[config.mk]
export PLATFORM = sky130hd
export DESIGN_NAME = ocs_top
export DESIGN_NICKNAME = d
export VERILOG_FILES = /design/src/ocs_pkg.sv /design/src/ocs_chan.sv /design/src/ocs_top.sv
export SDC_FILE = /design/constraint.sdc
export NUM_CORES = 1
export LEC_CHECK = 0
export ABC_AREA = 1
export BUFFER_PORTS_ARGS = -buffer_cell sky130_fd_sc_hd__buf_4
export CAP_MARGIN = 0
export CORE_ASPECT_RATIO = 0.6
export CORE_UTILIZATION = 53
export DETAILED_ROUTE_END_ITERATION = 8
export PLACE_DENSITY_LB_ADDON = 0.12
export RECOVER_POWER = 50
export SKIP_CTS_REPAIR_TIMING = 1
export SLEW_MARGIN = 20
export SYNTH_ARGS = -nofsm -noshare
export SYNTH_HDL_FRONTEND = slang
export SYNTH_SLANG_ARGS = --single-unit
[constraint.sdc]
create_clock -name aclk -period 1.72 [get_ports aclk]
set_input_delay 0.172 -clock aclk [delete_from_list [all_inputs] [get_ports aclk]]
set_output_delay 0.172 -clock aclk [all_outputs]
set_load 0.05 [all_outputs]
[src/ocs_pkg.sv]
// Shared constants and types for the output channel safe-state block.
// Assumes a single 200 MHz clock and 32-bit AXI4-Lite register access.
package ocs_pkg;

    // ==========================================================
    // Sizes
    localparam int NUM_CH = 8;
    localparam int NUM_DIAG = 4;
    localparam int ADDR_W = 8;
    localparam int PRESC_W = 28;

    // ==========================================================
    // Register byte offsets
    localparam logic [7:0] OFS_FAULT_ACT = 8'h00;
    localparam logic [7:0] OFS_FAULT_LVL = 8'h04;
    localparam logic [7:0] OFS_PROG_ACT = 8'h08;
    localparam logic [7:0] OFS_PROG_LVL = 8'h0c;
    localparam logic [7:0] OFS_POST_LVL = 8'h10;
    localparam logic [7:0] OFS_PROG_FLT = 8'h14;
    localparam logic [7:0] OFS_HOLD_TIME = 8'h18;
    localparam logic [7:0] OFS_STATUS = 8'h1c;
    localparam logic [7:0] OFS_CH_VALUE = 8'h20;
    localparam logic [7:0] OFS_CH_BAD = 8'h24;
    localparam logic [7:0] OFS_CH_DOUBT = 8'h28;

    // ==========================================================
    // Field positions and values after reset
    localparam int STAT_RUN_BIT = 0;
    localparam int STAT_LOST_BIT = 1;
    localparam int STAT_DIAG_BIT = 2;
    localparam int STAT_CNT_LSB = 8;
    localparam logic [7:0] CFG_RESET = 8'h00;
    localparam logic [7:0] HOLD_RESET = 8'h00;
    localparam logic [7:0] CNT_RESET = 8'h00;
    localparam logic [7:0] CNT_MAX = 8'hff;
    localparam logic [7:0] CNT_WRAP = 8'h01;
    localparam logic [7:0] SECS_MAX = 8'hff;
    localparam logic [1:0] RESP_OKAY = 2'b00;
    localparam logic [1:0] RESP_SLVERR = 2'b10;

    // ==========================================================
    // Timing: one-second time base for the fault hold timer
    localparam int unsigned CLK_HZ = 200_000_000;
    localparam int unsigned TICK_S = 1;
    localparam int unsigned TICK_CYCLES = TICK_S * CLK_HZ;

    // ==========================================================
    // Types
    typedef logic [PRESC_W-1:0] ocs_presc_t;

    typedef enum logic [1:0] {
        OCS_CH_RUN = 2'b00,
        OCS_CH_PROG = 2'b01,
        OCS_CH_FAULT = 2'b10,
        OCS_CH_FINAL = 2'b11
    } ocs_state_t;

    typedef struct packed {
        logic fault_action;
        logic fault_level;
        logic prog_action;
        logic prog_level;
        logic post_level;
        logic prog_to_fault;
    } ocs_cfg_t;

endpackage

[src/ocs_chan.sv]
// One output channel: safe-state machine and its output level.
// Assumes tick pulses once a second, aligned to the loss of the link.
`timescale 1ns/100ps
`default_nettype none
module ocs_chan (
    input wire logic aclk,
    input wire logic aresetn,
    input wire logic link_ok,
    input wire logic prog_mode,
    input wire logic cmd_level,
    input wire logic tick,
    input wire logic [7:0] hold_time,
    input wire ocs_pkg::ocs_cfg_t cfg,
    output logic out_level
);
    ocs_pkg::ocs_state_t state_reg, state_next;
    logic [7:0] secs_reg;
    logic out_reg, out_next;
    logic expired;

    // zero never expires
    // Compare with >= so that lowering the setting mid-fault still ends it
    assign expired = (hold_time != ocs_pkg::HOLD_RESET) && (secs_reg >= hold_time);
    assign out_level = out_reg;

    // ==========================================================
    // State selection
    always_comb begin
        state_next = state_reg;
        case (state_reg)
            ocs_pkg::OCS_CH_RUN: begin
                if (!link_ok) begin
                    state_next = ocs_pkg::OCS_CH_FAULT;
                end else if (prog_mode) begin
                    state_next = ocs_pkg::OCS_CH_PROG;
                end
            end
            ocs_pkg::OCS_CH_PROG: begin
                if (!link_ok) begin
                    if (cfg.prog_to_fault) begin
                        state_next = ocs_pkg::OCS_CH_FAULT;
                    end
                end else if (!prog_mode) begin
                    state_next = ocs_pkg::OCS_CH_RUN;
                end
            end
            ocs_pkg::OCS_CH_FAULT: begin
                if (link_ok) begin
                    state_next = prog_mode ? ocs_pkg::OCS_CH_PROG : ocs_pkg::OCS_CH_RUN;
                end else if (expired) begin
                    state_next = ocs_pkg::OCS_CH_FINAL;
                end
            end
            ocs_pkg::OCS_CH_FINAL: begin
                if (link_ok) begin
                    state_next = prog_mode ? ocs_pkg::OCS_CH_PROG : ocs_pkg::OCS_CH_RUN;
                end
            end
            default: state_next = ocs_pkg::OCS_CH_RUN;
        endcase
    end

    // ==========================================================
    // Output level, taken from the present state one cycle later
    always_comb begin
        case (state_reg)
            // follow the command; hold on link loss
            // A command arriving with the link loss is not trusted, so it is not taken
            ocs_pkg::OCS_CH_RUN: out_next = (link_ok && !prog_mode) ? cmd_level : out_reg;
            ocs_pkg::OCS_CH_PROG: out_next = cfg.prog_action ? cfg.prog_level : out_reg;
            ocs_pkg::OCS_CH_FAULT: out_next = cfg.fault_action ? cfg.fault_level : out_reg;
            ocs_pkg::OCS_CH_FINAL: out_next = cfg.post_level;
            default: out_next = out_reg;
        endcase
    end

    always_ff @(posedge aclk) begin
        if (!aresetn) begin
            state_reg <= ocs_pkg::OCS_CH_RUN;
            out_reg <= 1'b0;
        end else begin
            state_reg <= state_next;
            out_reg <= out_next;
        end
    end

    always_ff @(posedge aclk) begin
        if (!aresetn || link_ok || state_reg != ocs_pkg::OCS_CH_FAULT) begin
            secs_reg <= 8'h00;
        end else if (tick && secs_reg != ocs_pkg::SECS_MAX) begin
            secs_reg <= secs_reg + 8'h01;
        end
    end
endmodule
`default_nettype wire

[src/ocs_top.sv]
// Output channel safe-state block: AXI4-Lite registers, time base,
// diagnostic reporting and one safe-state machine per channel.
// Assumes link, mode and condition inputs are synchronous to aclk.
//
// Decided for this implementation: the register offsets and the AXI4-Lite interface to the registers.
`timescale 1ns/100ps
`default_nettype none
module ocs_top #(
    parameter int unsigned TICK_CYCLES = ocs_pkg::TICK_CYCLES
) (
    input wire logic aclk,
    input wire logic aresetn,
    input wire logic [31:0] s_axi_awaddr,
    input wire logic [2:0] s_axi_awprot,
    input wire logic s_axi_awvalid,
    output logic s_axi_awready,
    input wire logic [31:0] s_axi_wdata,
    input wire logic [3:0] s_axi_wstrb,
    input wire logic s_axi_wvalid,
    output logic s_axi_wready,
    output logic [1:0] s_axi_bresp,
    output logic s_axi_bvalid,
    input wire logic s_axi_bready,
    input wire logic [31:0] s_axi_araddr,
    input wire logic [2:0] s_axi_arprot,
    input wire logic s_axi_arvalid,
    output logic s_axi_arready,
    output logic [31:0] s_axi_rdata,
    output logic [1:0] s_axi_rresp,
    output logic s_axi_rvalid,
    input wire logic s_axi_rready,
    input wire logic link_ok,
    input wire logic prog_mode,
    input wire logic [ocs_pkg::NUM_CH-1:0] cmd_level,
    input wire logic [ocs_pkg::NUM_DIAG-1:0] diag_cond,
    input wire logic prognostic_hit,
    input wire logic [ocs_pkg::NUM_CH-1:0] ch_bad_cond,
    input wire logic [ocs_pkg::NUM_CH-1:0] ch_doubt_cond,
    output logic [ocs_pkg::NUM_CH-1:0] out_level
);
    localparam int N = ocs_pkg::NUM_CH;

    // ==========================================================
    // Declarations
    logic aw_held_reg, w_held_reg;
    logic [ocs_pkg::ADDR_W-1:0] aw_addr_reg;
    logic [31:0] w_data_reg;
    logic [3:0] w_strb_reg;
    logic bvalid_reg;
    logic [1:0] bresp_reg, bresp_next;
    logic wr_fire;
    logic rvalid_reg;
    logic [31:0] rdata_reg, rdata_next;
    logic [1:0] rresp_reg, rresp_next;
    logic rd_fire;

    logic [N-1:0] fault_action_select_reg;
    logic [N-1:0] fault_level_reg;
    logic [N-1:0] prog_action_select_reg;
    logic [N-1:0] prog_level_reg;
    logic [N-1:0] post_timeout_level_reg;
    logic [N-1:0] prog_to_fault_enable_reg;
    logic [7:0] fault_hold_time_reg;

    logic run_state_reg;
    logic link_lost_reg;
    logic diag_active_reg;
    logic [7:0] diag_event_count_reg;
    logic [ocs_pkg::NUM_DIAG-1:0] diag_prev_reg;
    logic diag_change;
    logic [N-1:0] channel_value;
    logic [N-1:0] channel_bad_reg;
    logic [N-1:0] channel_doubtful_reg;

    ocs_pkg::ocs_presc_t presc_reg;
    logic tick;

    // ==========================================================
    // AXI4-Lite write channel
    // Address and data are caught independently; a write lands once
    // both are held and the previous response has been taken.
    assign s_axi_awready = !aw_held_reg;
    assign s_axi_wready = !w_held_reg;
    assign s_axi_bvalid = bvalid_reg;
    assign s_axi_bresp = bresp_reg;
    assign wr_fire = aw_held_reg && w_held_reg && !bvalid_reg;

    always_ff @(posedge aclk) begin
        if (!aresetn) begin
            aw_held_reg <= 1'b0;
            aw_addr_reg <= '0;
        end else if (s_axi_awvalid && !aw_held_reg) begin
            aw_held_reg <= 1'b1;
            aw_addr_reg <= s_axi_awaddr[ocs_pkg::ADDR_W-1:0];
        end else if (wr_fire) begin
            aw_held_reg <= 1'b0;
        end
    end

    always_ff @(posedge aclk) begin
        if (!aresetn) begin
            w_held_reg <= 1'b0;
            w_data_reg <= '0;
            w_strb_reg <= '0;
        end else if (s_axi_wvalid && !w_held_reg) begin
            w_held_reg <= 1'b1;
            w_data_reg <= s_axi_wdata;
            w_strb_reg <= s_axi_wstrb;
        end else if (wr_fire) begin
            w_held_reg <= 1'b0;
        end
    end

    // Unmapped offsets answer SLVERR; read-only offsets accept and ignore
    always_comb begin
        case ({aw_addr_reg[7:2], 2'b00})
            ocs_pkg::OFS_FAULT_ACT, ocs_pkg::OFS_FAULT_LVL,
            ocs_pkg::OFS_PROG_ACT, ocs_pkg::OFS_PROG_LVL,
            ocs_pkg::OFS_POST_LVL, ocs_pkg::OFS_PROG_FLT,
            ocs_pkg::OFS_HOLD_TIME, ocs_pkg::OFS_STATUS,
            ocs_pkg::OFS_CH_VALUE, ocs_pkg::OFS_CH_BAD,
            ocs_pkg::OFS_CH_DOUBT: bresp_next = ocs_pkg::RESP_OKAY;
            default: bresp_next = ocs_pkg::RESP_SLVERR;
        endcase
    end

    always_ff @(posedge aclk) begin
        if (!aresetn) begin
            bvalid_reg <= 1'b0;
            bresp_reg <= ocs_pkg::RESP_OKAY;
        end else if (wr_fire) begin
            bvalid_reg <= 1'b1;
            bresp_reg <= bresp_next;
        end else if (s_axi_bready) begin
            bvalid_reg <= 1'b0;
        end
    end

    // ==========================================================
    // Configuration registers, byte lane 0 only
    always_ff @(posedge aclk) begin
        if (!aresetn) begin
            fault_action_select_reg <= ocs_pkg::CFG_RESET;
            fault_level_reg <= ocs_pkg::CFG_RESET;
            prog_action_select_reg <= ocs_pkg::CFG_RESET;
            prog_level_reg <= ocs_pkg::CFG_RESET;
            post_timeout_level_reg <= ocs_pkg::CFG_RESET;
            prog_to_fault_enable_reg <= ocs_pkg::CFG_RESET;
            fault_hold_time_reg <= ocs_pkg::HOLD_RESET;
        end else if (wr_fire && w_strb_reg[0]) begin
            case ({aw_addr_reg[7:2], 2'b00})
                ocs_pkg::OFS_FAULT_ACT: fault_action_select_reg <= w_data_reg[N-1:0];
                ocs_pkg::OFS_FAULT_LVL: fault_level_reg <= w_data_reg[N-1:0];
                ocs_pkg::OFS_PROG_ACT: prog_action_select_reg <= w_data_reg[N-1:0];
                ocs_pkg::OFS_PROG_LVL: prog_level_reg <= w_data_reg[N-1:0];
                ocs_pkg::OFS_POST_LVL: post_timeout_level_reg <= w_data_reg[N-1:0];
                ocs_pkg::OFS_PROG_FLT: prog_to_fault_enable_reg <= w_data_reg[N-1:0];
                ocs_pkg::OFS_HOLD_TIME: fault_hold_time_reg <= w_data_reg[7:0];
                default: fault_hold_time_reg <= fault_hold_time_reg;
            endcase
        end
    end

    // ==========================================================
    // AXI4-Lite read channel
    assign s_axi_arready = !rvalid_reg;
    assign s_axi_rvalid = rvalid_reg;
    assign s_axi_rdata = rdata_reg;
    assign s_axi_rresp = rresp_reg;
    assign rd_fire = s_axi_arvalid && !rvalid_reg;

    // Read mux; unused upper bits read as zero
    always_comb begin
        rdata_next = 32'h0000_0000;
        rresp_next = ocs_pkg::RESP_OKAY;
        case ({s_axi_araddr[7:2], 2'b00})
            ocs_pkg::OFS_FAULT_ACT: rdata_next[N-1:0] = fault_action_select_reg;
            ocs_pkg::OFS_FAULT_LVL: rdata_next[N-1:0] = fault_level_reg;
            ocs_pkg::OFS_PROG_ACT: rdata_next[N-1:0] = prog_action_select_reg;
            ocs_pkg::OFS_PROG_LVL: rdata_next[N-1:0] = prog_level_reg;
            ocs_pkg::OFS_POST_LVL: rdata_next[N-1:0] = post_timeout_level_reg;
            ocs_pkg::OFS_PROG_FLT: rdata_next[N-1:0] = prog_to_fault_enable_reg;
            ocs_pkg::OFS_HOLD_TIME: rdata_next[7:0] = fault_hold_time_reg;
            ocs_pkg::OFS_STATUS: begin
                rdata_next[ocs_pkg::STAT_RUN_BIT] = run_state_reg;
                rdata_next[ocs_pkg::STAT_LOST_BIT] = link_lost_reg;
                rdata_next[ocs_pkg::STAT_DIAG_BIT] = diag_active_reg;
                rdata_next[ocs_pkg::STAT_CNT_LSB +: 8] = diag_event_count_reg;
            end
            ocs_pkg::OFS_CH_VALUE: rdata_next[N-1:0] = channel_value;
            ocs_pkg::OFS_CH_BAD: rdata_next[N-1:0] = channel_bad_reg;
            ocs_pkg::OFS_CH_DOUBT: rdata_next[N-1:0] = channel_doubtful_reg;
            default: rresp_next = ocs_pkg::RESP_SLVERR;
        endcase
    end

    always_ff @(posedge aclk) begin
        if (!aresetn) begin
            rvalid_reg <= 1'b0;
            rdata_reg <= 32'h0000_0000;
            rresp_reg <= ocs_pkg::RESP_OKAY;
        end else if (rd_fire) begin
            rvalid_reg <= 1'b1;
            rdata_reg <= rdata_next;
            rresp_reg <= rresp_next;
        end else if (s_axi_rready) begin
            rvalid_reg <= 1'b0;
        end
    end

    // ==========================================================
    // One-second time base
    // restarted while the link is up
    // Held in reset while connected, so the first tick lands exactly
    // one second after the link drops rather than at a random phase.
    always_ff @(posedge aclk) begin
        if (!aresetn || link_ok || tick) begin
            presc_reg <= '0;
        end else begin
            presc_reg <= presc_reg + 1'b1;
        end
    end

    assign tick = !link_ok && (presc_reg == ocs_pkg::ocs_presc_t'(TICK_CYCLES - 1));

    // ==========================================================
    // Connection and mode status
    always_ff @(posedge aclk) begin
        if (!aresetn) begin
            run_state_reg <= 1'b0;
            link_lost_reg <= 1'b1;
        end else begin
            run_state_reg <= link_ok && !prog_mode;
            link_lost_reg <= !link_ok;
        end
    end

    // ==========================================================
    // Diagnostics
    assign diag_change = |(diag_cond ^ diag_prev_reg);

    always_ff @(posedge aclk) begin
        if (!aresetn) begin
            diag_prev_reg <= '0;
            diag_active_reg <= 1'b0;
        end else begin
            diag_prev_reg <= diag_cond;
            diag_active_reg <= (|diag_cond) || prognostic_hit;
        end
    end

    // step on any edge of a condition
    // zero only after reset
    // Several edges in one cycle give a single step; trade for no adder tree.
    always_ff @(posedge aclk) begin
        if (!aresetn) begin
            diag_event_count_reg <= ocs_pkg::CNT_RESET;
        end else if (diag_change) begin
            if (diag_event_count_reg == ocs_pkg::CNT_MAX) begin
                diag_event_count_reg <= ocs_pkg::CNT_WRAP;
            end else begin
                diag_event_count_reg <= diag_event_count_reg + 8'h01;
            end
        end
    end

    // ==========================================================
    // Channel data quality
    // bad follows cause
    always_ff @(posedge aclk) begin
        if (!aresetn) begin
            channel_bad_reg <= '0;
            channel_doubtful_reg <= '0;
        end else begin
            channel_bad_reg <= ch_bad_cond;
            channel_doubtful_reg <= ch_doubt_cond;
        end
    end

    // ==========================================================
    // Channels
    for (genvar i = 0; i < N; i++) begin : g_ch
        ocs_pkg::ocs_cfg_t cfg;
        assign cfg = '{
            fault_action: fault_action_select_reg[i],
            fault_level: fault_level_reg[i],
            prog_action: prog_action_select_reg[i],
            prog_level: prog_level_reg[i],
            post_level: post_timeout_level_reg[i],
            prog_to_fault: prog_to_fault_enable_reg[i]
        };
        ocs_chan u_chan (
            .aclk(aclk),
            .aresetn(aresetn),
            .link_ok(link_ok),
            .prog_mode(prog_mode),
            .cmd_level(cmd_level[i]),
            .tick(tick),
            .hold_time(fault_hold_time_reg),
            .cfg(cfg),
            .out_level(channel_value[i])
        );
    end

    assign out_level = channel_value;
endmodule
`default_nettype wire
After elaboration in Yosys (flattened, before gate mapping)
Index checks and enable logic that the tools add are counted.
- bits of input ports: 144
- logic and storage cells: 368
- output and inout port bits: 49
- register bits: 244
- add/subtract/negate cells: 10
- reduce and logical (&&, ||, !) cells: 84
- order comparisons: 8
- mux-type cells: 90
- eq/ne operators: 126
- bitwise gates (word level): 1
- operators by type and width (kind ; number):
    $ne 2x2->1 const B ; 40
    $mux 2 ; 38
    $add 8x1->8 const B ; 9
    $ne 3x3->1 const B ; 24
    $ge 8x8->1 ; 8
    $ne 8x8->1 const B ; 8
    $pmux 2 s4 ; 8
    $pmux 5 s10 ; 1
    $eq 6x3->1 const B ; 8
    $reduce_and 5->1 ; 8
    $eq 6x4->1 const B ; 6
    $pmux 3 s11 ; 1
    $eq 2x2->1 const B ; 16
    $mux 1 ; 32
    $pmux 1 s4 ; 8
    $add 28x1->28 const B ; 1
    $eq 28x28->1 const B ; 1
    $eq 6x2->1 const B ; 4
    $logic_and 1x1->1 ; 24
    $ne 3x2->1 const B ; 8
    $reduce_and 3->1 ; 8
    $reduce_or 11->1 ; 2
    $eq 2x1->1 const B ; 8
    $logic_not 2->1 ; 8
    other kinds (11) ; 40

Depth between registers and ports, before layout
- depth after elaboration: 5
- gate-level depth with buffers: 14
- mapped depth without buffers: 14

By module
Synthesis repeated with hierarchy kept, for this count alone.
- cell total of the unflattened synthesis: 2098
- area, all modules: 14295.0 um2
- modules (own cells, without submodules) (module ; cells an instance ; instances ; area an instance (um2) ; sequential area each (um2)):
    ocs_chan ; 144 ; 8 ; 898.4 ; 220.2
    ocs_top ; 946 ; 1 ; 7108.1 ; 3042.9

Least setup slack after synthesis
No wires, ideal clock.
- path kind: register -> register
- from: register rvalid_reg (netlist: s_axi_rvalid)
- to: register rdata_reg[15] (netlist: s_axi_rdata[15])
- clock period less this slack: 1997 ps
- path buffers: 1
- slack: -277 ps
- data required time: 1592 ps
- library setup time: 128 ps
- cell stages (with the launch flop): 7
- data arrival time: 1869 ps
- cells stage by stage: dfxtp_1 inv_1 nand2_1 clkinv_1 clkbuf_1 o21ai_0 a21oi_1
- cells in the longest elaborated chain, start to end: 2
- RTL lines (item ; RTL line ; RTL):
    from (decl) ; ocs_top.sv:52 ; logic rvalid_reg;
    from (signal assigned) ; ocs_top.sv:199 ; rvalid_reg <= 1'b0;
    from (signal assigned) ; ocs_top.sv:203 ; rvalid_reg <= 1'b1;
    from (signal assigned) ; ocs_top.sv:207 ; rvalid_reg <= 1'b0;
    $logic_not 1->1 ; n/a ;
    net s_axi_arready ; ocs_top.sv:27 ; output logic s_axi_arready,
    $logic_and 1x1->1 ; ocs_top.sv:170 ; assign rd_fire = s_axi_arvalid && !rvalid_reg;
    to (signal assigned) ; ocs_top.sv:204 ; rdata_reg <= rdata_next;
    to (decl) ; ocs_top.sv:53 ; logic [31:0] rdata_reg, rdata_next;
The timed path passes the listed nets, and every way through them passes these cells.
A chain may end at the register's enable or synchronous reset.

Worst setup path in the final report
- from: register presc_reg[13]
- to: register g_ch[6].u_chan.secs_reg[1]
- cells in the longest elaborated chain, start to end: 3
- RTL lines (item ; RTL line ; RTL):
    from (decl) ; ocs_top.sv:75 ; ocs_pkg::ocs_presc_t presc_reg;
    from (signal assigned) ; ocs_top.sv:220 ; presc_reg <= presc_reg + 1'b1;
    $eq 28x28->1 ; ocs_top.sv:224 ; assign tick = !link_ok && (presc_reg == ocs_pkg::ocs_presc_t'(TICK_CYCLES - 1));
    $logic_and 1x1->1 ; ocs_top.sv:224 ;
    $logic_and 1x1->1 ; ocs_chan.sv:90 ; end else if (tick && secs_reg != ocs_pkg::SECS_MAX) begin
    to (signal assigned) ; ocs_chan.sv:91 ; secs_reg <= secs_reg + 8'h01;
    to (decl) ; ocs_chan.sv:17 ; logic [7:0] secs_reg;
No other way between the ends.

==> impl_metrics.tcl <==
set metrics [dict create \
    critical_path_peak_fanout 11 \
    register_area_um2 4840 \
    num_antenna_cells 0 \
    synth.area.top_cells "dfxtp_1 (35%), nand2_1 (12%), nor2_1 (7.0%)" \
    die_w_um 210 \
    synth_area_um2 13800 \
    drive_gt1_share_pct 21.1 \
    placed_cells 2469 \
    htreeDepth 1 \
    synth_edf_count 0 \
    synth_top_cell_by_area "dfxtp_1" \
    status "finished, violations left" \
    clk_root_buffer_cell "clkbuf_16" \
    ir_drop_mv 0.668 \
    final_util_pct 70.0 \
    drt_iter0_markers 1558 \
    drtPass1Iterations 5 \
    ios 193 \
    dieArea_um2 26700 \
    p_per_area_nw_per_um2 774 \
    routed_wirelength_um 43700 \
    rsz0062_at_grt "yes" \
    port_buffers 89 \
    nets 2415 \
    area_growth_pct 28.9 \
    core_area_um2 25400 \
    seq_area_frac_synth_pct 34.8 \
    track_usage_pct 30.4 \
    crit_type "reg -> reg" \
    start_kind "flop" \
    cts_made_buffers 24 \
    period_needed_ns 1.91 \
    postLayoutSetupSlackWorst_ns -0.190 \
    clk_pin_slew_ns 0.06 \
    largest_reg_flops 64 \
    whs_ns -0.0533 \
    grt_pass1_wl_um 65400 \
    end_kind "flop" \
    cp_data_arrival_time_ns 2.33 \
    cts.sink_count 240 \
    routabilityCongestion 0.956 \
    clk_path_buf_depth 3 \
    routedWlPerCell_um 17.0 \
    period_share_pct 111 \
    max_clock_freq_mhz 524 \
    dieHeight_um 127 \
    multiInputGateArea_um2 8630 \
    synth_seq_cells 240 \
    num_vias 14400 \
    synth_cell_types 44 \
    ys.flop_type "dfxtp_1" \
    hold_viol_final 1 \
    syn_inst 1970 \
    r2r_slack_ns -0.19 \
    post-place-ws_ns -0.306 \
    slew_headroom_pct -14.4 \
    hold_path.class "in -> reg" \
    grt_overflow 0 \
    dp_hpwl_um 30900 \
    fillers 2094 \
    final_common_cell "nand2_1" \
    tns_ns -7.84 \
    route.detailed.drc 0 \
    async_flop_share_pct 0 \
    p_leak_nw 7.38 \
    yosysWarnings 0 \
    worstMarginPinSlew_ns 1.72 \
    initial_utilization_pct 54.3 \
    clk_latency_ns 0.54 \
    final_cell_mix "nand2_1 (424), nor2_1 (239), dfxtp_1 (216), inv_1 (202), buf_4 (147)" \
    fin_cells 2565 \
    setup_viol 58 \
    synth_top_area_share_pct 34.8 \
    drv_cap 1 \
    antenna_found_initial 0 \
    slew_viol_final 80 \
    synth_area_per_cell_um2 7.01 \
    fin_worst_skew_ns 0.0132 \
    grt_max_degree 80 \
    cts_tree "yes" \
    violations "negative hold slack, max-capacitance violations, max-slew violations, negative setup slack" \
    grt_pass1_vias 12600 \
    drt-vias-per-instance 5.61 \
    ant_nets 0 \
    num_rows 45 \
    worstPathRequired_ns 2.14 \
]
layer usage:
| metal | global-route usage [%] | up-vias | wire [um] |
|---|---|---|---|
| li1 | - | 6998 | - |
| met1 | 48.0 | 6743 | 20900 |
| met2 | 42.0 | 581 | 17100 |
| met3 | 6.51 | 62 | 4990 |
| met4 | 4.94 | 0 | 638 |
| met5 | 0.363 | - | 0 |
layout make-up:
class                           instances  share of cell area [%]
Clock buffer                           38                    4.18
Clock inverter                          4                   0.126
Inverter                              214                    4.56
Multi-Input combinational cell       1457                    48.5
Sequential cell                       240                    27.2
Tap cell                              352                    2.47
Timing Repair Buffer                  260                    13.0
worst max-delay path, stage by stage (launching register included):
cell and delay [ns]:
dfxtp_1 0.35, inv_1 0.22, nand4_1 0.16, nor2_1 0.22, nand2_2 0.09, nor2_4 0.17
buf_12 0.18, buf_4 0.13, nand3_4 0.09, nand2_1 0.11, a21oi_1 0.06
path summary, 6_finish.rpt:
kind	from	end	cells past startpoint
setup / recovery	presc_reg[13]$_SDFF_PP0_	g_ch[6].u_chan.secs_reg[1]$_SDFFE_PP0P_	10
hold / removal	s_axi_wdata[6]	w_data_reg[6]$_SDFFE_PN0P_	3
setup reg to reg	presc_reg[13]$_SDFF_PP0_	g_ch[6].u_chan.secs_reg[1]$_SDFFE_PP0P_	10
hold reg to reg	s_axi_rdata[0]$_SDFFE_PN0P_	s_axi_rdata[0]$_SDFFE_PN0P_	2
through the flow:
stage | instance area [um^2] | total power, mW
3_5_place_dp | 15500 | 8.46
3_3_place_gp | 15500 | 8.42
2_1_floorplan | 13900 | 7.91
5_1_grt | 17800 | 14.4
4_1_cts | 16300 | 13.6
6_report | 17800 | 13.8
synthesized netlist by cell type, types with 5 or more instances:
| cell type | count |
|---|---|
| buf_4 | 28 |
| nor3b_1 | 5 |
| nand3_1 | 117 |
| xor2_1 | 32 |
| a22oi_1 | 10 |
| a211oi_1 | 55 |
| xnor2_1 | 20 |
| nand2_2 | 9 |
| nor3_1 | 35 |
| a21oi_1 | 173 |
| buf_2 | 10 |
| nand2_1 | 450 |
| nand4_1 | 85 |
| nor3_4 | 8 |
| dfxtp_1 | 240 |
| clkbuf_1 | 21 |
| o21ai_0 | 50 |
| o211ai_1 | 13 |
| o21a_1 | 9 |
| nor2_1 | 257 |
| buf_6 | 9 |
| nor2_2 | 7 |
| or2_2 | 7 |
| inv_1 | 210 |
| ha_1 | 74 |
| buf_12 | 6 |
kinds of logic after synthesis:
family	after synthesis	synth area share (%)
DFF	240	34.8
adders and majority gates	74	6.70
AOI/OAI and AO/OA	316	13.2
buffers and inverters	290	9.92
xor gates and xnor gates	52	3.30
other	1	0.0271
and+or+nand+nor	997	32.1
where the power goes:
part / switching (mW) / internal [mW] / total [mW]
Clock: 2.30 / 2.95 / 5.25
Sequential: 0.262 / 5.81 / 6.07
Combinational: 1.67 / 0.793 / 2.46
Total: 4.23 / 9.56 / 13.8
Power figures use the tool's default switching activity.
